### src/core/uart_mic_consts.svh
// Constants for the modem, interrupt and turnaround control block.
// Assumes a 250 MHz clock and a 32-bit Avalon-MM register port.
// Function
// - Enable bits select four interrupt groups.
// - Disabled interrupts hidden; status still updates.
// - Control bit0 drives inverted terminal-ready pin.
// - Control bit1 drives inverted request-to-send pin.
// - Control bit2 is pinless user output.
// - Control bit3 gates interrupt request line.
// - Control bit4 selects internal loopback wiring.
// - Loopback holds modem output pins high.
// - Loopback modem interrupts come from control bits.
// - Loopback floats the interrupt request pin.
// - Test-mode bit acts as loopback bit unless infrared mode is set.
// - Control bits 7..5 read zero.
// - Identification code shows highest pending interrupt.
// - Each interrupt clears on its own access.
// - Timeout after four idle character times.
// - Change flags set on change, clear on read.
// - Ring flag sets on trailing edge only.
// - Status high nibble shows inverted modem inputs.
// - Infrared mode forces pin defaults.
// - Half duplex blocks receiver while transmitting.
// - Turnaround timeout blocks after direction change.
// - Transmit held until receive turnaround expires.
// - Scratch register stores data, no effect.
// - FIFO enable bit selects FIFO mode.
`ifndef UART_MIC_CONSTS_SVH
`define UART_MIC_CONSTS_SVH
`define ADDR_IRQ_ENABLE 4'h1
`define ADDR_IRQ_IDENT 4'h2
`define ADDR_LINE_CTRL_OUT 4'h4
`define ADDR_LINE_STATE_IN 4'h6
`define ADDR_SCRATCH 4'h7
`define ADDR_PORT_MODE 4'h8
`define ADDR_FIFO_CTRL 4'h9
`define IDENT_NONE 4'h1
`define IDENT_LINE 4'h6
`define IDENT_DATA 4'h4
`define IDENT_TIMEOUT 4'hc
`define IDENT_THRE 4'h2
`define IDENT_MODEM 4'h0
`define MODE_TEST 0
`define MODE_INFRARED 1
`define MODE_HALF_DUPLEX 2
`define TURN_RX_TO_TX_BITS 15
`define TURN_TX_TO_RX_NS 70
`define CLK_PERIOD_NS 4
`define TURN_TX_TO_RX_CYC ((`TURN_TX_TO_RX_NS) / (`CLK_PERIOD_NS))
`define CHAR_TIMEOUT_CHARS 4
`endif

### src/core/uart_mic_pkg.sv
// Types shared by the modem, interrupt and turnaround control block.
// Assumes nothing beyond the constants header.
package uart_mic_pkg;
    typedef enum logic [1:0] {
        turn_idle,
        turn_after_tx,
        turn_after_rx
    } turn_state_t;
    typedef logic [7:0] byte_t;
endpackage

### src/core/uart_modem_interrupt_control.sv
// Modem control/status, interrupt enable/identification, scratch register
// and half-duplex turnaround of a FIFO serial port, behind Avalon-MM.
// Assumes the transmitter, receiver and FIFOs are outside and report events
// as one-cycle pulses or levels on the same clock; modem pins are asynchronous.
//
// The register offsets and the Avalon-MM interface to the registers were decided locally.
`timescale 1ns/100ps
`include "uart_mic_consts.svh"
module uart_modem_interrupt_control #(
    parameter int BIT_CYCLES = 136
) (
    input wire logic mclk_i,
    input wire logic sys_rst_i,
    input wire logic [3:0] avs_address_i,
    input wire logic avs_read_i,
    input wire logic avs_write_i,
    input wire logic [31:0] avs_writedata_i,
    input wire logic [3:0] avs_byteenable_i,
    output logic [31:0] avs_readdata_o,
    output logic avs_waitrequest_o,
    input wire logic line_error_i,
    input wire logic line_state_read_i,
    input wire logic rx_data_ready_i,
    input wire logic rx_buffer_read_i,
    input wire logic rx_fifo_nonempty_i,
    input wire logic rx_fifo_push_i,
    input wire logic thr_empty_i,
    input wire logic thr_write_i,
    input wire logic tx_busy_i,
    input wire logic tx_pending_i,
    input wire logic tx_shift_i,
    input wire logic rx_busy_i,
    input wire logic cts_n_i,
    input wire logic dsr_n_i,
    input wire logic ring_in_n_i,
    input wire logic carrier_detect_in_n_i,
    input wire logic serial_rx_pin_i,
    input wire logic infrared_rx_pin_i,
    input wire logic infrared_rx_decoded_i,
    input wire logic tx_serial_i,
    input wire logic infrared_tx_encoded_i,
    output logic dtr_n_o,
    output logic rts_n_o,
    output logic serial_tx_pin_o,
    output logic infrared_tx_pin_o,
    output logic rx_serial_o,
    output logic tx_start_ok_o,
    output logic fifo_mode_o,
    output logic loopback_o,
    output logic irq_o,
    output logic irq_oe_n_o,
    output logic [3:0] irq_ident_o
);
    import uart_mic_pkg::*;

    localparam int CHAR_CYCLES = BIT_CYCLES * 10;
    localparam int TIMEOUT_CYCLES = CHAR_CYCLES * `CHAR_TIMEOUT_CHARS;
    localparam int RX_TO_TX_CYCLES = BIT_CYCLES * `TURN_RX_TO_TX_BITS;
    localparam int TX_TO_RX_CYCLES = (`TURN_TX_TO_RX_CYC < 1) ? 1 : `TURN_TX_TO_RX_CYC;

    // Counters are 32 bits wide; bit times are limited to 1 to 100000 cycles, so the timeout stays within 4000000
    if (BIT_CYCLES < 1 || BIT_CYCLES > 100000) begin : g_bit_cycles_check
        $error("BIT_CYCLES out of range");
    end

    byte_t irq_enable_reg;
    byte_t line_control_out_reg;
    byte_t scratchpad;
    logic [2:0] port_mode;
    logic fifo_enable_bit;
    logic [3:0] delta;
    logic [3:0] sync1;
    logic [3:0] sync2;
    logic [3:0] prev_state;
    logic prev_valid;
    logic [3:0] state_now;
    logic loop;
    logic infrared;
    logic thre_pend;
    logic timeout_pend;
    logic [31:0] idle_cnt;
    logic [3:0] ident;
    logic [3:0] ident_hold;
    logic rd_done;
    logic [31:0] rdata;
    logic acc;
    turn_state_t turn_state;
    logic [31:0] turn_cnt;
    logic tx_busy_d;
    logic rx_busy_d;
    logic [1:0] infrared_rx_pin_sync;
    logic [1:0] rx_sync;

    assign acc = avs_read_i | avs_write_i;
    // One wait cycle per access keeps read data registered
    assign avs_waitrequest_o = acc & ~rd_done;

    always_ff @(posedge mclk_i) begin
        if (sys_rst_i || rd_done) begin
            rd_done <= 1'b0;
        end else begin
            rd_done <= acc;
        end
    end

    assign infrared = port_mode[`MODE_INFRARED];
    assign loop = line_control_out_reg[4] | (port_mode[`MODE_TEST] & ~infrared);
    assign loopback_o = loop;
    assign fifo_mode_o = fifo_enable_bit;

    always_ff @(posedge mclk_i) begin
        if (sys_rst_i) begin
            irq_enable_reg <= 8'h00;
            line_control_out_reg <= 8'h00;
            scratchpad <= 8'h00;
            port_mode <= 3'h0;
            fifo_enable_bit <= 1'b0;
        end else if (avs_write_i && rd_done && avs_byteenable_i[0]) begin
            case (avs_address_i)
                `ADDR_IRQ_ENABLE: irq_enable_reg <= {4'h0, avs_writedata_i[3:0]};
                `ADDR_LINE_CTRL_OUT: line_control_out_reg <= {3'h0, avs_writedata_i[4:0]};
                `ADDR_SCRATCH: scratchpad <= avs_writedata_i[7:0];
                `ADDR_PORT_MODE: port_mode <= avs_writedata_i[2:0];
                `ADDR_FIFO_CTRL: fifo_enable_bit <= avs_writedata_i[0];
                default: ;
            endcase
        end
    end

    always_ff @(posedge mclk_i) begin
        if (sys_rst_i) begin
            sync1 <= 4'hf;
            sync2 <= 4'hf;
            infrared_rx_pin_sync <= 2'b11;
            rx_sync <= 2'b11;
        end else begin
            sync1 <= {carrier_detect_in_n_i, ring_in_n_i, dsr_n_i, cts_n_i};
            sync2 <= sync1;
            infrared_rx_pin_sync <= {infrared_rx_pin_sync[0], infrared_rx_pin_i};
            rx_sync <= {rx_sync[0], serial_rx_pin_i};
        end
    end

    // State bits in order cts, dsr, ring, dcd (true polarity)
    always_comb begin
        if (loop) begin
            state_now = {line_control_out_reg[3], line_control_out_reg[2],
                         line_control_out_reg[0], line_control_out_reg[1]};
        end else if (infrared) begin
            state_now = 4'b0011;
        end else begin
            state_now = ~sync2;
        end
    end

    logic md_read;
    assign md_read = avs_read_i & rd_done & (avs_address_i == `ADDR_LINE_STATE_IN);

    logic [3:0] flag_seen;
    logic [3:0] flag_clr;
    // Only flags already shown in the read data are cleared, so a change
    // caught between capture and completion of the read is not lost
    always_ff @(posedge mclk_i) begin
        if (sys_rst_i) begin
            flag_seen <= 4'h0;
        end else if (avs_read_i && !rd_done) begin
            flag_seen <= delta;
        end
    end
    assign flag_clr = md_read ? flag_seen : 4'h0;

    always_ff @(posedge mclk_i) begin
        if (sys_rst_i) begin
            delta <= 4'h0;
            prev_state <= 4'h0;
            prev_valid <= 1'b0;
        end else begin
            prev_state <= state_now;
            prev_valid <= 1'b1;
            // Set wins over the read clear
            delta[0] <= (prev_valid & (state_now[0] ^ prev_state[0])) | (delta[0] & ~flag_clr[0]);
            delta[1] <= (prev_valid & (state_now[1] ^ prev_state[1])) | (delta[1] & ~flag_clr[1]);
            delta[2] <= (prev_valid & prev_state[2] & ~state_now[2]) | (delta[2] & ~flag_clr[2]);
            delta[3] <= (prev_valid & (state_now[3] ^ prev_state[3])) | (delta[3] & ~flag_clr[3]);
        end
    end

    always_ff @(posedge mclk_i) begin
        if (sys_rst_i) begin
            idle_cnt <= 32'h0;
            timeout_pend <= 1'b0;
        end else if (!fifo_enable_bit || !rx_fifo_nonempty_i || rx_fifo_push_i
                     || rx_buffer_read_i) begin
            idle_cnt <= 32'h0;
            timeout_pend <= 1'b0;
        end else if (idle_cnt >= 32'(TIMEOUT_CYCLES - 1)) begin
            timeout_pend <= 1'b1;
        end else begin
            idle_cnt <= idle_cnt + 32'h1;
        end
    end

    logic line_pend;
    always_ff @(posedge mclk_i) begin
        if (sys_rst_i) begin
            line_pend <= 1'b0;
        end else begin
            // An error still present at the status read keeps the flag up
            line_pend <= line_error_i | (line_pend & ~line_state_read_i);
        end
    end

    logic p_line;
    logic p_data;
    logic p_tout;
    logic p_thre;
    logic p_modem;
    assign p_line = irq_enable_reg[2] & line_pend;
    assign p_data = irq_enable_reg[0] & rx_data_ready_i;
    assign p_tout = irq_enable_reg[0] & timeout_pend;
    assign p_thre = irq_enable_reg[1] & thre_pend;
    assign p_modem = irq_enable_reg[3] & (|delta);

    always_comb begin
        if (p_line) begin
            ident = `IDENT_LINE;
        end else if (p_data) begin
            ident = `IDENT_DATA;
        end else if (p_tout) begin
            ident = `IDENT_TIMEOUT;
        end else if (p_thre) begin
            ident = `IDENT_THRE;
        end else if (p_modem) begin
            ident = `IDENT_MODEM;
        end else begin
            ident = `IDENT_NONE;
        end
    end

    // Identification read back from ident_hold frozen during an access to the identification register
    always_ff @(posedge mclk_i) begin
        if (sys_rst_i) begin
            ident_hold <= `IDENT_NONE;
        end else if (!(acc && avs_address_i == `ADDR_IRQ_IDENT)) begin
            ident_hold <= ident;
        end
    end
    assign irq_ident_o = ident;

    always_ff @(posedge mclk_i) begin
        if (sys_rst_i) begin
            thre_pend <= 1'b0;
            tx_busy_d <= 1'b0;
        end else begin
            tx_busy_d <= thr_empty_i;
            if (thr_empty_i && !tx_busy_d) begin
                thre_pend <= 1'b1;
            end else if (thr_write_i) begin
                thre_pend <= 1'b0;
            end else if (avs_read_i && rd_done && avs_address_i == `ADDR_IRQ_IDENT
                         && ident_hold == `IDENT_THRE) begin
                thre_pend <= 1'b0;
            end
        end
    end

    assign irq_o = (ident != `IDENT_NONE) & line_control_out_reg[3];
    assign irq_oe_n_o = loop;

    assign dtr_n_o = loop | ~line_control_out_reg[0];
    assign rts_n_o = loop | ~line_control_out_reg[1];
    assign serial_tx_pin_o = (loop | infrared) ? 1'b1 : tx_serial_i;
    assign infrared_tx_pin_o = (infrared && !loop) ? infrared_tx_encoded_i : 1'b0;

    always_ff @(posedge mclk_i) begin
        if (sys_rst_i) begin
            turn_state <= turn_idle;
            turn_cnt <= 32'h0;
            rx_busy_d <= 1'b0;
        end else begin
            rx_busy_d <= rx_busy_i;
            case (turn_state)
                turn_idle: begin
                    if (tx_busy_i) begin
                        turn_state <= turn_after_tx;
                        turn_cnt <= 32'(TX_TO_RX_CYCLES);
                    end else if (rx_busy_d && !rx_busy_i) begin
                        turn_state <= turn_after_rx;
                        turn_cnt <= 32'(RX_TO_TX_CYCLES);
                    end
                end
                turn_after_tx: begin
                    if (tx_busy_i) begin
                        turn_cnt <= 32'(TX_TO_RX_CYCLES);
                    end else if (turn_cnt <= 32'h1) begin
                        turn_state <= turn_idle;
                    end else begin
                        turn_cnt <= turn_cnt - 32'h1;
                    end
                end
                turn_after_rx: begin
                    if (rx_busy_i) begin
                        turn_cnt <= 32'(RX_TO_TX_CYCLES);
                    end else if (turn_cnt <= 32'h1) begin
                        turn_state <= turn_idle;
                    end else begin
                        turn_cnt <= turn_cnt - 32'h1;
                    end
                end
                default: turn_state <= turn_idle;
            endcase
        end
    end

    logic half;
    logic rx_src;
    assign half = port_mode[`MODE_HALF_DUPLEX];
    assign rx_src = infrared ? infrared_rx_pin_sync[1] & infrared_rx_decoded_i : rx_sync[1];
    // transmit hold
    // rx_busy_d covers the cycle before the timer state is entered
    assign tx_start_ok_o = ~half | ~(rx_busy_i | rx_busy_d | turn_state == turn_after_rx)
                           | ~tx_pending_i | tx_busy_i;

    always_comb begin
        if (loop) begin
            rx_serial_o = tx_shift_i;
        end else if (half && (tx_busy_i || turn_state == turn_after_tx)) begin
            rx_serial_o = 1'b1;
        end else begin
            rx_serial_o = rx_src;
        end
    end

    always_comb begin
        case (avs_address_i)
            `ADDR_IRQ_ENABLE: rdata = {24'h0, irq_enable_reg};
            `ADDR_IRQ_IDENT: rdata = {24'h0, {2{fifo_enable_bit}}, 2'b00,
                                      fifo_enable_bit ? ident_hold : (ident_hold & 4'h7)};
            `ADDR_LINE_CTRL_OUT: rdata = {24'h0, line_control_out_reg};
            `ADDR_LINE_STATE_IN: rdata = {24'h0, state_now, delta};
            `ADDR_SCRATCH: rdata = {24'h0, scratchpad};
            `ADDR_PORT_MODE: rdata = {29'h0, port_mode};
            `ADDR_FIFO_CTRL: rdata = {31'h0, fifo_enable_bit};
            default: rdata = 32'h0;
        endcase
    end

    always_ff @(posedge mclk_i) begin
        if (sys_rst_i) begin
            avs_readdata_o <= 32'h0;
        end else if (avs_read_i && !rd_done) begin
            avs_readdata_o <= rdata;
        end
    end
endmodule

### config.mk
export PLATFORM = sky130hd
export DESIGN_NAME = uart_modem_interrupt_control
export DESIGN_NICKNAME = d
export VERILOG_FILES = /design/src/core/uart_mic_pkg.sv /design/src/core/uart_modem_interrupt_control.sv
export VERILOG_INCLUDE_DIRS = /design/src /design/src/core
export SDC_FILE = /design/constraint.sdc
export NUM_CORES = 1
export LEC_CHECK = 0
export CAP_MARGIN = 15
export CORE_MARGIN = 8
export CORE_UTILIZATION = 40
export DETAILED_ROUTE_END_ITERATION = 16
export DONT_BUFFER_PORTS = 1
export GPL_TIMING_DRIVEN = 1
export SLEW_MARGIN = 25
export SYNTH_ARGS = -nofsm -noshare
export SYNTH_HDL_FRONTEND = slang
export SYNTH_SLANG_ARGS = --single-unit
### constraint.sdc
create_clock -name mclk_i -period 4.1 [get_ports mclk_i]
set_clock_uncertainty 0.2 [all_clocks]
set_input_delay 0.615 -clock mclk_i [delete_from_list [all_inputs] [get_ports mclk_i]]
set_output_delay 0.615 -clock mclk_i [all_outputs]
set_load 0.01 [all_outputs]
======== After elaboration in Yosys (flattened, before gate mapping) ========
Cells that the tools add are included.
Widths: inputs -> output; s select.
word-level totals
  input port bits ......................... 65
  bits in registers ....................... 154
operators by class
  bitwise logic cells ..................... 53
  equality and inequality tests ........... 14
  add/sub/neg operators ................... 2
  mux-type cells .......................... 31
  reduce and logical (&&, ||, !) cells .... 34
  order comparisons ....................... 2
operator list
  kind                   count
  $mux 32                5
  $pmux 32 s3            1
  $pmux 8 s7             1
  $add 32x1->32 const B  1
  $ge 32x13->1 const B   1
  $le 32x1->1 const B    1
  $sub 32x1->32 const B  1
  $mux 4                 7
  $and 1x1->1            21
  $or 1x1->1             15
  $not 1->1              13
  $eq 4x3->1 const B     3
  $mux 2                 6
  $reduce_and 2->1       6
  $logic_and 1x1->1      11
  $mux 1                 10
  $eq 4x2->1 const B     2
  $eq 4x4->1 const B     2
  $logic_not 1->1        6
  $pmux 2 s3             1
  $reduce_bool 3->1      2
  $logic_or 1x1->1       5
  $eq 4x1->1 const B     1
  $ne 2x2->1 const B     2
  other kinds (10)       12

======== Logic depth before layout (Yosys ltp) ========
Gate-level depths: netlist of run 1.
  depth after elaboration ................. 9
  mapped depth ............................ 9

======== Worst setup path after synthesis of run 1 ========
Ideal clock, no wire load.
  path type ............................... in2reg
  from .................................... input avs_address_i[2]
  to ...................................... register scratchpad[0]
  path buffers ............................ 3
  library setup time ...................... 0.128 ns
  stages .................................. 8
  data arrival time ....................... 2.169 ns
  setup slack ............................. 1.604 ns
  cell sequence ........................... clkbuf_1 nor2b_1 and3_1 clkbuf_1 and2_1 clkbuf_1 mux2i_1 nor2_1
on the way
  cells in the longest elaborated chain, start to end .. 2
RTL lines
  element                     line                                 RTL
  from (decl)                 uart_modem_interrupt_control.sv:14   input wire logic [3:0] avs_address_i,
  $eq 4x3->1                  uart_modem_interrupt_control.sv:119  case (avs_address_i)
  $reduce_and 2->1 (no line)  -
  to (signal assigned)        uart_modem_interrupt_control.sv:122  `ADDR_SCRATCH: scratchpad <= avs_writedata_i[7:0];
  to (decl)                   uart_modem_interrupt_control.sv:68   byte_t scratchpad;
No other way between the ends.
A chain may end at the register's enable or synchronous reset.

======== Final worst setup path of run 1 ========
  from .................................... register turn_cnt[4]
  to ...................................... register turn_cnt[25]
on the way
  cells in the longest elaborated chain, start to end .. 4
RTL lines
  element                                              line                                                                      RTL
  from (decl)                                          uart_modem_interrupt_control.sv:88                                        logic [31:0] turn_cnt;
  from (signal assigned)                               uart_modem_interrupt_control.sv:286                                       turn_cnt <= 32'(TX_TO_RX_CYCLES);
  from (signal assigned)                               uart_modem_interrupt_control.sv:289                                       turn_cnt <= 32'(RX_TO_TX_CYCLES);
  from (signal assigned)                               uart_modem_interrupt_control.sv:294                                       turn_cnt <= 32'(TX_TO_RX_CYCLES);
  $sub 32x1->32 / $le 32x1->1 (equally long branches)  -
  $mux 32 *                                            uart_modem_interrupt_control.sv:295, uart_modem_interrupt_control.sv:304
  $mux 32, on equally long branches                    uart_modem_interrupt_control.sv:302, uart_modem_interrupt_control.sv:293
  $pmux 32 s3 *                                        uart_modem_interrupt_control.sv:282                                       case (turn_state)
Every way passes the cells marked *; elsewhere a longest branch is shown, timed or not.

==> reports/results.ini, run 1 <==
[outcome]
run_status = finished, final reports clean

[cells_and_area]
largest_registers = idle_cnt (32), turn_cnt (32)
diodes = 0
final_cell_count_no_fill = 868
ratio_of_cells_with_drive_above_1_in_the_final_layout = 0.0906
final_util = 0.451
most_frequent_standard_cell_in_the_layout_excluding_fill_and_tap_cells = sky130_fd_sc_hd__dfxtp_1
synthToLayoutAreaGrowth_pct = 11.3
fin_nets = 743
post-route-cell-area_mm2 = 0.00651
final_cell_mix = sky130_fd_sc_hd__dfxtp_1 (130), sky130_fd_sc_hd__nor2_1 (73), sky130_fd_sc_hd__nand2_1 (54), sky130_fd_sc_hd__a21oi_1 (42), sky130_fd_sc_hd__nand3_1 (31)

[timing]
totalNegativeSetupSlack_ps = 0
layout_min_cycle_time_ps = 3160
drv_slew = 0
timing_hold_violations_final = 0
max_slew_margin = 0.406
setup-violations-final = 0
fmaxAchievable_ghz = 0.317
worst_pin_slew_ps = 885
grt_setup_unrepaired = no
fin_hold_ws_ps = 67.4
layout_worst_path_cycle_share = 0.770

[worst_setup_path]
worst_path_largest_cell_delay_ps = 690
worst-endpoint-arrival_ps = 3230
critical_path.startpoint_type = register
path_depth = 7
crit_path_leading_delay_family = simple AND/OR/NAND/NOR gates
worstSetupPathType = register to register
crit_chain = or3_1 -> or4_4 -> nor4_4 -> buf_4 -> nor4b_1 -> xnor2_1 -> nor2_1
crit_required_ps = 4170
ff2ff_path_depth = 7
regToRegSetupSlack_ps = 940
critical_path_peak_fanout = 19
cp_capture_type = register
critical-path-slowest-cell = sky130_fd_sc_hd__nor4_4
worstPathBufferInverterCount = 1

[cts]
worst_setup_hold_path_clk_slew_ps = 60
clock_tree_from_tritoncts = yes
cts.root.buffer_cell = sky130_fd_sc_hd__clkbuf_16
clock_sinks = 130
postCtsResizedCells = 0
ctsLongestPathBuffers = 2
cts_hold_buf = 0
clock_insertion_delay_at_the_later_pin_of_the_skew_report_ps = 420
ctsHtreeMaxLevel = 4
numCtsBuffers = 17
number_of_buffers_added_for_setup_after_cts = 0

[routing]
drt-total-wl_um = 13700
via_per_inst = 5.44
drt-wirelength-per-cell_um = 15.8
dr.first_iter.drc_count = 337
via_count = 4724
drc = 0
detail-route-antenna-nets = 0
drt_first_pass_iters = 5

[global_route]
antenna_found_initial = 0
grt_start_max_net_pins = 67
grt_pass1_vias = 4462
grt-ovfl-total = 0
grt_first_pass_wirelength_um = 22300
gr-usage-all-layers = 0.151

[synthesis]
ys_ff_latch = 130
synth_mux_area_frac = 0.0207
synthArstFlopShare = 0
synth_compound_gate_area_share = 0.138
synth_edf_count = 0
postSynthAreaPerCell_um2 = 8.63
postSynth.topFlopCell = sky130_fd_sc_hd__dfxtp_1
adder_and_majority_cell_fraction_of_the_synthesized_area = 0.0150
synth_top_family_by_area = simple AND/OR/NAND/NOR gates
synth_area_mm2 = 0.00585
simple_gate_share_of_the_synthesized_area = 0.277
synth_cell_types = 58
seq_area_frac_synth = 0.445
post_synth_inst_count = 678
post_synth_xor_area_fraction = 0.0434
yosys_warnings = 0

[die]
die_height_um = 137
floorplan.core_area_mm2 = 0.0144
rows = 44
fp.dieW_um = 137
die-area_mm2 = 0.0187
num_io_pins = 112
floorplan.initialDensity = 0.406

[power_and_ir_drop]
ir_worst_vdd_v = 0.000313
cellLeakagePower_uw = 0.00242
power.density_mw_per_mm2 = 535

[placed_design]
dp_cells = 836
postPlaceCellArea_mm2 = 0.00589
port-buffer-count = 0
place_congestion = 0.815
post_dp_hpwl_um = 9800

[hold_path]
min_path_cells = 1
min_path_type = input port to register

[job]
maxCapViolations = 0

==> per-layer routing <==
metal	share of wire	track usage	routed length [µm]
met5	0	0	0
met1	0.46	0.188	6340
met4	0.0099	0.0537	136
met2	0.46	0.237	6370
met3	0.064	0.0525	877
==> power breakdown <==
| part | total, µW | switching (µW) | internal (µW) |
|---|---|---|---|
| Combinational | 562 | 339 | 223 |
| Clock | 1550 | 534 | 1020 |
| Sequential | 1370 | 53.8 | 1320 |
==> cells in the mapped netlist, drive strengths merged (3+ instances only) <==
master	instances	area [µm²]
a211oi	4	35.0
a21oi	42	210
a222oi	3	30.0
a22oi	21	158
a311oi	6	58.8
and2	24	150
and3	11	68.8
buf	29	211
clkbuf	24	90.1
dfxtp	130	2600
ha	7	87.6
inv	14	52.6
mux2i	11	110
nand2	54	203
nand2b	9	56.3
nand3	31	155
nand4	8	50.1
nor2	73	274
nor2b	10	62.6
nor3	17	85.1
nor3b	3	22.5
nor4	22	165
nor4b	3	26.3
o21a	4	31.3
o21ai	24	120
o31ai	3	27.5
o41ai	3	26.3
or2	16	100
or3	17	111
or4	8	63.8
xnor2	19	166
xor2	10	87.6
==> path summary, 6_finish.rpt <==
kind                       startpoint                        endpoint
max          turn_cnt[4]$_SDFFE_PP0P_       turn_cnt[25]$_SDFFE_PP0P_
min                         sys_rst_i  avs_readdata_o[2]$_SDFFE_PP0P_
max reg2reg  turn_cnt[4]$_SDFFE_PP0P_       turn_cnt[25]$_SDFFE_PP0P_
min reg2reg       sync1[0]$_SDFF_PP1_             sync2[0]$_SDFF_PP1_
==> cells by family after synthesis <==
group | count (synthesis)
AOI/OAI and AO/OA | 123
xor gates and xnor gates | 29
adders and majority gates | 7
buffers and inverters | 67
DFF | 130
muxes | 12
other | 1
and+or+nand+nor | 309
==> stage by stage <==
stage / total power, µW / setup WS (ps)
floorplan: 1870 / 1600
global placement: 1930 / 1030
detailed placement: 1950 / 1000
CTS: 3510 / 955
global route: 3650 / 723
finish: 3480 / 943
==> cell type report <==
cell class / instances / area [µm²]
fill: 1408 / 7910
multi-input combinational: 504 / 2980
sequential: 130 / 2600
clock buffer: 23 / 488
tap: 184 / 230
clock inverter: 9 / 128
inverter: 14 / 52.6
timing repair buffer: 4 / 30.0
(Power assumes the default switching activity.)
==> inputs of run 2 (changes only) <==
==> constraint.sdc (replaced) <==
create_clock -name mclk_i -period 2.6 [get_ports mclk_i]
set_clock_uncertainty 0.2 [all_clocks]
set_input_delay 0.39 -clock mclk_i [delete_from_list [all_inputs] [get_ports mclk_i]]
set_output_delay 0.39 -clock mclk_i [all_outputs]
set_load 0.01 [all_outputs]
==> run 2 against run 1 <==
Against the previous run:
- critical path depth up 1
- clock power up 50%
- maximum frequency up 24%
- utilization up 3.4 points
- wire length up 2.3%
- worst hold slack worse by 41 ps
- cell count up 5.6%
- final area up 7.5%
- non-clock buffer count up 48
- sequential power up 57%
- combinational power up 110%
- first-iteration DRC count down 26%
==> reports/results.ini, run 2 (synthesis gave the netlist of run 1 again) <==
[worst_setup_path]
worstPathBufferInverterCount = 2  ; was 1
worstSetupPathType = register to register  ; unchanged
critical_path_peak_fanout = 10  ; was 19
worst_path_largest_cell_delay_ps = 560  ; was 690 ps
worst-endpoint-arrival_ps = 2680  ; was 3230 ps
crit_path_leading_delay_family = simple AND/OR/NAND/NOR gates  ; unchanged
critical-path-slowest-cell = sky130_fd_sc_hd__or4_4  ; was sky130_fd_sc_hd__nor4_4
crit_required_ps = 2740  ; was 4170 ps
critical_path.startpoint_type = register  ; unchanged
crit_chain = or3_4 -> or4_4 -> nor4_4 -> buf_4 -> buf_12 -> o21a_4 -> a21oi_1 -> a211oi_2  ; was or3_1 -> or4_4 -> nor4_4 -> buf_4 -> nor4b_1 -> xnor2_1 -> nor2_1
cp_capture_type = register  ; unchanged

[timing]
layout_worst_path_cycle_share = 0.976  ; was 0.770
layout_min_cycle_time_ps = 2540  ; was 3160 ps
worst_pin_slew_ps = 647  ; was 885 ps
max_slew_margin = 0.564  ; was 0.406
timing_hold_violations_final = 0  ; unchanged
setup-violations-final = 0  ; unchanged
setup_ws_ps = 63.3  ; was 943 ps
fmaxAchievable_ghz = 0.394  ; was 0.317 GHz
totalNegativeSetupSlack_ps = 0  ; unchanged
drv_slew = 0  ; unchanged

[cells_and_area]
most_frequent_standard_cell_in_the_layout_excluding_fill_and_tap_cells = sky130_fd_sc_hd__dfxtp_1  ; unchanged
fin_nets = 791  ; was 743
final_cell_count_no_fill = 917  ; was 868
synthToLayoutAreaGrowth_pct = 19.6  ; was 11.3%
final_cell_mix = sky130_fd_sc_hd__dfxtp_1 (129), sky130_fd_sc_hd__nor2_1 (73), sky130_fd_sc_hd__nand2_1 (54), sky130_fd_sc_hd__a21oi_1 (42), sky130_fd_sc_hd__nand3_1 (31)  ; was sky130_fd_sc_hd__dfxtp_1 (130), sky130_fd_sc_hd__nor2_1 (73), sky130_fd_sc_hd__nand2_1 (54), sky130_fd_sc_hd__a21oi_1 (42), sky130_fd_sc_hd__nand3_1 (31)
largest_registers = idle_cnt (32), turn_cnt (32)  ; unchanged
ratio_of_cells_with_drive_above_1_in_the_final_layout = 0.131  ; was 0.0906
fillerInstances = 1372  ; was 1408

[power_and_ir_drop]
cellLeakagePower_uw = 0.00265  ; was 0.00242 µW
ir_worst_vdd_v = 0.000514  ; was 0.000313 V
power.density_mw_per_mm2 = 807  ; was 535 mW/mm²
finalPower_uw = 5640  ; was 3480 µW

[cts]
cts.root.buffer_cell = sky130_fd_sc_hd__clkbuf_16  ; unchanged
ctsHtreeMaxLevel = 4  ; unchanged
clock_tree_from_tritoncts = yes  ; unchanged
worst_setup_hold_path_clk_slew_ps = 60  ; about the same
clock_insertion_delay_at_the_later_pin_of_the_skew_report_ps = 420  ; about the same
numCtsBuffers = 17  ; unchanged
ctsLongestPathBuffers = 2  ; unchanged
clock_sinks = 130  ; unchanged

[die]
rows = 44  ; unchanged
die_height_um = 137  ; unchanged
floorplan.initialDensity = 0.406  ; unchanged
die-area_mm2 = 0.0187  ; unchanged
floorplan.core_area_mm2 = 0.0144  ; unchanged
num_io_pins = 112  ; unchanged
fp.dieW_um = 137  ; unchanged

[routing]
drc = 0  ; unchanged
drt-wirelength-per-cell_um = 15.3  ; was 15.8 µm
met2RoutedLength_um = 6520  ; was 6370 µm
dr.first_iter.drc_count = 250  ; was 337
drt-total-wl_um = 14000  ; was 13700 µm
via_per_inst = 5.37  ; was 5.44
dr_wl_met3_um = 916  ; was 877 µm
detail-route-antenna-nets = 0  ; unchanged
wl_met1_um = 6430  ; was 6340 µm
drt_first_pass_iters = 5  ; unchanged
via_count = 4921  ; was 4724
top_signal_layer_used = met4  ; unchanged

[global_route]
grt-ovfl-total = 0  ; unchanged
antenna_found_initial = 1  ; was 0
gr-usage-all-layers = 0.153  ; was 0.151
grt_pass1_vias = 4755  ; was 4462
grt_start_max_net_pins = 66  ; was 67
grt_first_pass_wirelength_um = 22800  ; was 22300 µm

[job]
maxCapViolations = 0  ; unchanged

[placed_design]
place_congestion = 0.841  ; was 0.815
dp_cells = 858  ; was 836
setup_slack_placement_ps = 84.7  ; was 1000 ps
port-buffer-count = 0  ; unchanged
post_dp_hpwl_um = 9890  ; was 9800 µm

[outcome]
run_status = finished, final reports clean  ; unchanged

[hold_path]
min_path_type = input port to register  ; unchanged

## run 2: cell type report
class,count,area [µm²],area share
Antenna cell,1,2.50,0.000358
Clock buffer,23,478,0.0683
Clock inverter,9,104,0.0148
Inverter,14,52.6,0.00751
Multi-Input combinational cell,504,3030,0.433
Sequential cell,130,2600,0.372
Tap cell,184,230,0.0329
Timing Repair Buffer,52,498,0.0712
## run 2: routing by layer
metal,up-vias,GRT usage
li1,2446,-
met1,2320,0.187
met2,137,0.245
met3,18,0.0496
met4,0,0.0597
met5,-,0
## run 2: where the power goes
| part | internal (µW) | switching, µW | total, µW |
|---|---|---|---|
| clock | 1480 | 845 | 2330 |
| combinational | 545 | 620 | 1170 |
| sequential | 2080 | 75.0 | 2150 |
| total | 4100 | 1540 | 5640 |
## run 2: path summary, 6_finish.rpt
path	startpoint	to	slack, ps	cells after the start
worst max register to register	turn_cnt[6]$_SDFFE_PP0P_	turn_state[1]$_SDFFE_PP0P_	60	8
worst max-delay path	turn_cnt[6]$_SDFFE_PP0P_	turn_state[1]$_SDFFE_PP0P_	60	8
worst min register to register	sync1[3]$_SDFF_PP1_	sync2[3]$_SDFF_PP1_	200	1
worst min-delay path	avs_address_i[0]	fifo_mode_o$_SDFFE_PP0P_	30	3
## run 2: metrics by stage
stage / hold WS, ps / util / cell area (µm²)
after floorplan: 189 / - / 5940
after global placement: 197 / 0.421 / 6070
after detailed placement: 192 / 0.421 / 6070
after CTS: 3.02 / 0.479 / 6910
after global routing: 26.4 / 0.485 / 7000
final: 26.0 / 0.485 / 7000
## run 2: timing repair
| item | in CTS | in global routing |
|---|---|---|
| endpoints found under the setup margin | 0 | 15 |
| setup buffers | 0 | 1 |
| resized for setup | 0 | 13 |
| hold endpoints to repair | 66 | 0 |
| hold buffers | 24 | 0 |
## run 2: worst min-delay path, cell delays in order
cell and delay (ps):
sky130_fd_sc_hd__nand3_1 60, sky130_fd_sc_hd__mux2i_1 70, sky130_fd_sc_hd__nor2_1 80
==> inputs of run 3 (changes only) <==
--- a/config.mk
+++ b/config.mk
@@ -6,6 +6,7 @@
 export SDC_FILE = /design/constraint.sdc
 export NUM_CORES = 1
 export LEC_CHECK = 0
+export ABC_AREA = 1
 export CAP_MARGIN = 15
 export CORE_MARGIN = 8
 export CORE_UTILIZATION = 40
==> run 3 against run 2 <==
Against the previous run:
- clock power grew 35%
- utilization is 0.32 points higher
- area after synthesis up 6.9%
- highest routed layer is now met5
- first-iteration DRC count rose by 46%
- total power increased by 29%
- worst setup slack gained 230 ps
- sequential cell count did not move
- sequential power rose by 5%
- global-route usage up 0.39 points
- non-clock buffer count is 17 lower
- combinational power grew 58%
==> reports/results.ini, run 3 <==
[global_route]
grt-ovfl-total = 0  ; unchanged
grt_pass1_vias = 5027  ; was 4755
antenna_found_initial = 1  ; unchanged
gr-usage-all-layers = 0.157  ; was 0.153
grt_first_pass_wirelength_um = 25200  ; was 22800 µm
grt_start_max_net_pins = 40  ; was 66

[synthesis]
seq_area_frac_synth = 0.416  ; was 0.445
synth_area_mm2 = 0.00625  ; was 0.00585 mm²
post_synth_xor_area_fraction = 0.0154  ; was 0.0434
ys_ff_latch = 130  ; unchanged
postSynthAreaPerCell_um2 = 7.09  ; was 8.63 µm²
adder_and_majority_cell_fraction_of_the_synthesized_area = 0.0140  ; was 0.0150
post_synth_inst_count = 882  ; was 678
synthArstFlopShare = 0  ; unchanged
synthMostInstantiatedCell = sky130_fd_sc_hd__nor2_1  ; was sky130_fd_sc_hd__dfxtp_1
simple_gate_share_of_the_synthesized_area = 0.286  ; was 0.277
synth_cell_types = 47  ; was 58
yosys_warnings = 0  ; unchanged
yosys.area.top_type = sky130_fd_sc_hd__dfxtp_1  ; unchanged
synth_top_family_by_area = simple AND/OR/NAND/NOR gates  ; unchanged
synthTopCellsByCount = sky130_fd_sc_hd__nor2_1 (143), sky130_fd_sc_hd__nand2_1 (136), sky130_fd_sc_hd__dfxtp_1 (130)  ; was sky130_fd_sc_hd__dfxtp_1 (130), sky130_fd_sc_hd__nor2_1 (73), sky130_fd_sc_hd__nand2_1 (54)
yosys.area.top_type_share = 0.416  ; was 0.445
synth_mux_area_frac = 0  ; was 0.0207
postSynth.topFlopCell = sky130_fd_sc_hd__dfxtp_1  ; unchanged
netlist_top_cells_area = sky130_fd_sc_hd__dfxtp_1 (42%), sky130_fd_sc_hd__nor2_1 (8.6%), sky130_fd_sc_hd__nand2_1 (8.2%), sky130_fd_sc_hd__inv_1 (7.3%), sky130_fd_sc_hd__a21oi_1 (5.4%)  ; was sky130_fd_sc_hd__dfxtp_1 (44%), sky130_fd_sc_hd__nor2_1 (4.7%), sky130_fd_sc_hd__a21oi_1 (3.6%), sky130_fd_sc_hd__buf_4 (3.5%), sky130_fd_sc_hd__nand2_1 (3.5%)
synth_edf_count = 0  ; unchanged
synth_compound_gate_area_share = 0.148  ; was 0.138

[placed_design]
post_dp_hpwl_um = 10700  ; was 9890 µm
dp_cells = 1084  ; was 858
postPlaceCellArea_mm2 = 0.00642  ; was 0.00607 mm²
place_congestion = 0.842  ; was 0.841
port-buffer-count = 0  ; unchanged

[timing]
timing_hold_violations_final = 0  ; unchanged
setup-violations-final = 0  ; unchanged
drv_slew = 0  ; unchanged
max_slew_margin = 0.529  ; was 0.564
fmaxAchievable_ghz = 0.434  ; was 0.394 GHz
worst_pin_slew_ps = 705  ; was 647 ps
layout_min_cycle_time_ps = 2310  ; was 2540 ps
fin_hold_ws_ps = 61.4  ; was 26.0 ps
grt_setup_unrepaired = no
totalNegativeSetupSlack_ps = 0  ; unchanged
layout_worst_path_cycle_share = 0.887  ; was 0.976

[cts]
ctsLongestPathBuffers = 2  ; unchanged
cts.root.buffer_cell = sky130_fd_sc_hd__clkbuf_16  ; unchanged
ctsHtreeMaxLevel = 4  ; unchanged
postCtsResizedCells = 0  ; unchanged
number_of_buffers_added_for_setup_after_cts = 0  ; unchanged
clock_insertion_delay_at_the_later_pin_of_the_skew_report_ps = 420  ; about the same
worst_setup_hold_path_clk_slew_ps = 60  ; about the same
cts_hold_buf = 24  ; unchanged
numCtsBuffers = 17  ; unchanged
clock_sinks = 130  ; unchanged
clock_tree_from_tritoncts = yes  ; unchanged

[routing]
drt_first_pass_iters = 4  ; was 5
dr.first_iter.drc_count = 365  ; was 250
drt-total-wl_um = 15200  ; was 14000 µm
drt-wirelength-per-cell_um = 13.3  ; was 15.3 µm
via_per_inst = 4.78  ; was 5.37
detail-route-antenna-nets = 0  ; unchanged
via_count = 5457  ; was 4921
drc = 0  ; unchanged

[worst_setup_path]
crit_path_leading_delay_family = compound AO/OA/AOI/OAI gates  ; was simple AND/OR/NAND/NOR gates
worstPathBufferInverterCount = 1  ; was 2
critical_path_peak_fanout = 4  ; was 10
crit_required_ps = 2010  ; was 2740 ps
critical-path-slowest-cell = sky130_fd_sc_hd__o41ai_1  ; was sky130_fd_sc_hd__or4_4
cp_capture_type = output port  ; was register
crit_chain = o41ai_1 -> nand3_1 -> nand2_1 -> inv_1  ; was or3_4 -> or4_4 -> nor4_4 -> buf_4 -> buf_12 -> o21a_4 -> a21oi_1 -> a211oi_2
worst_path_largest_cell_delay_ps = 460  ; was 560 ps
critical_path.startpoint_type = register  ; unchanged
worst-endpoint-arrival_ps = 1720  ; was 2680 ps
worstSetupPathType = register to output port  ; was register to register

[power_and_ir_drop]
cellLeakagePower_uw = 0.00304  ; was 0.00265 µW
power.density_mw_per_mm2 = 974  ; was 807 mW/mm²
ir_worst_vdd_v = 0.000733  ; was 0.000514 V
finalPower_uw = 7260  ; was 5640 µW

[cells_and_area]
largest_registers = idle_cnt (32), turn_cnt (32)  ; unchanged
most_frequent_standard_cell_in_the_layout_excluding_fill_and_tap_cells = sky130_fd_sc_hd__nor2_1  ; was sky130_fd_sc_hd__dfxtp_1
fin_nets = 988  ; was 791
ratio_of_cells_with_drive_above_1_in_the_final_layout = 0.0990  ; was 0.131
synthToLayoutAreaGrowth_pct = 19.2  ; was 19.6%
final_cell_count_no_fill = 1141  ; was 917
final_cell_mix = sky130_fd_sc_hd__nor2_1 (143), sky130_fd_sc_hd__nand2_1 (136), sky130_fd_sc_hd__dfxtp_1 (130), sky130_fd_sc_hd__inv_1 (121), sky130_fd_sc_hd__a21oi_1 (67)  ; was sky130_fd_sc_hd__dfxtp_1 (129), sky130_fd_sc_hd__nor2_1 (73), sky130_fd_sc_hd__nand2_1 (54), sky130_fd_sc_hd__a21oi_1 (42), sky130_fd_sc_hd__nand3_1 (31)
post-route-cell-area_mm2 = 0.00745  ; was 0.00700 mm²

[job]
maxCapViolations = 0  ; unchanged

[die]
die_height_um = 141  ; was 137 µm
rows = 45  ; was 44
num_io_pins = 112  ; unchanged
fp.dieW_um = 141  ; was 137 µm
floorplan.initialDensity = 0.410  ; was 0.406
floorplan.core_area_mm2 = 0.0153  ; was 0.0144 mm²
die-area_mm2 = 0.0199  ; was 0.0187 mm²

[hold_path]
min_path_type = input port to register  ; unchanged

[outcome]
run_status = finished, final reports clean  ; unchanged

==> run 3: cell count changes after synthesis, sizes merged, moves of 21 or more <==
cell	previous run	this run
and2	24	0
inv	14	126
a21oi	42	69
nor2	73	157
a22oi	21	0
o21ai	24	75
nand2	54	142
==> run 3: final timing paths <==
kind / start / to / slack, ps / cells after the start
setup reg to reg: turn_state[0]$_SDFFE_PP0P_ / turn_cnt[28]$_SDFFE_PP0P_ / 420 / 12
setup / recovery: delta[0]$_SDFF_PP0_ / irq_o / 290 / 4
hold / removal: sys_rst_i / turn_cnt[4]$_SDFFE_PP0P_ / 60 / 2
hold reg to reg: sync1[2]$_SDFF_PP1_ / sync2[2]$_SDFF_PP1_ / 210 / 1
==> run 3: worst register-to-register path: stages (launching register included) <==
cell                      delay (ps)
sky130_fd_sc_hd__dfxtp_1         370
sky130_fd_sc_hd__inv_1            80
sky130_fd_sc_hd__ha_1            210
sky130_fd_sc_hd__inv_1            60
sky130_fd_sc_hd__nor2_1           50
sky130_fd_sc_hd__o21ai_2          80
sky130_fd_sc_hd__nand2_4         120
sky130_fd_sc_hd__inv_2           200
sky130_fd_sc_hd__nand4_1         220
sky130_fd_sc_hd__nor2_1          200
sky130_fd_sc_hd__nand3_1         110
sky130_fd_sc_hd__o21ai_1         130
sky130_fd_sc_hd__a21oi_1          50
==> run 3: through the flow <==
step	utilization	setup WS, ps
2_1_floorplan	-	719
3_3_place_gp	0.421	435
3_5_place_dp	0.421	424
4_1_cts	0.488	256
5_1_grt	0.488	147
6_report	0.488	295
==> run 3: final cells by class <==
cell class | instances | area [µm²]
fillers | 1506 | 7810
multi-input cells | 604 | 2990
flip-flops and latches | 130 | 2600
inverters | 128 | 480
clock buffers | 19 | 453
repair buffers | 35 | 333
clock inverters | 13 | 327
well taps | 211 | 264
diodes | 1 | 2.50
==> run 3: power breakdown <==
group | internal, µW | switching, µW | total [µW]
Sequential | 2130 | 135 | 2260
Combinational | 616 | 1230 | 1850
Clock | 2240 | 906 | 3150
==> run 3: routing by layer <==
metal / wire [µm] / vias to the layer above / global-route usage / part of all wire
li1: - / 2865 / - / -
met1: 7420 / 2453 / 0.206 / 0.49
met2: 6710 / 118 / 0.239 / 0.44
met3: 850 / 19 / 0.0449 / 0.056
met4: 192 / 2 / 0.0583 / 0.013
met5: 13 / - / 0 / 0.00086
==> run 3: kinds of logic (layout without fill, tap and decap cells) <==
| group | Yosys count | after routing |
|---|---|---|
| fa+ha+maj | 7 | 7 |
| simple gates | 392 | 392 |
| other cells | 1 | 25 |
| xor+xnor | 11 | 11 |
| flops | 130 | 130 |
| buf+inv | 171 | 195 |
| compound gates | 170 | 170 |
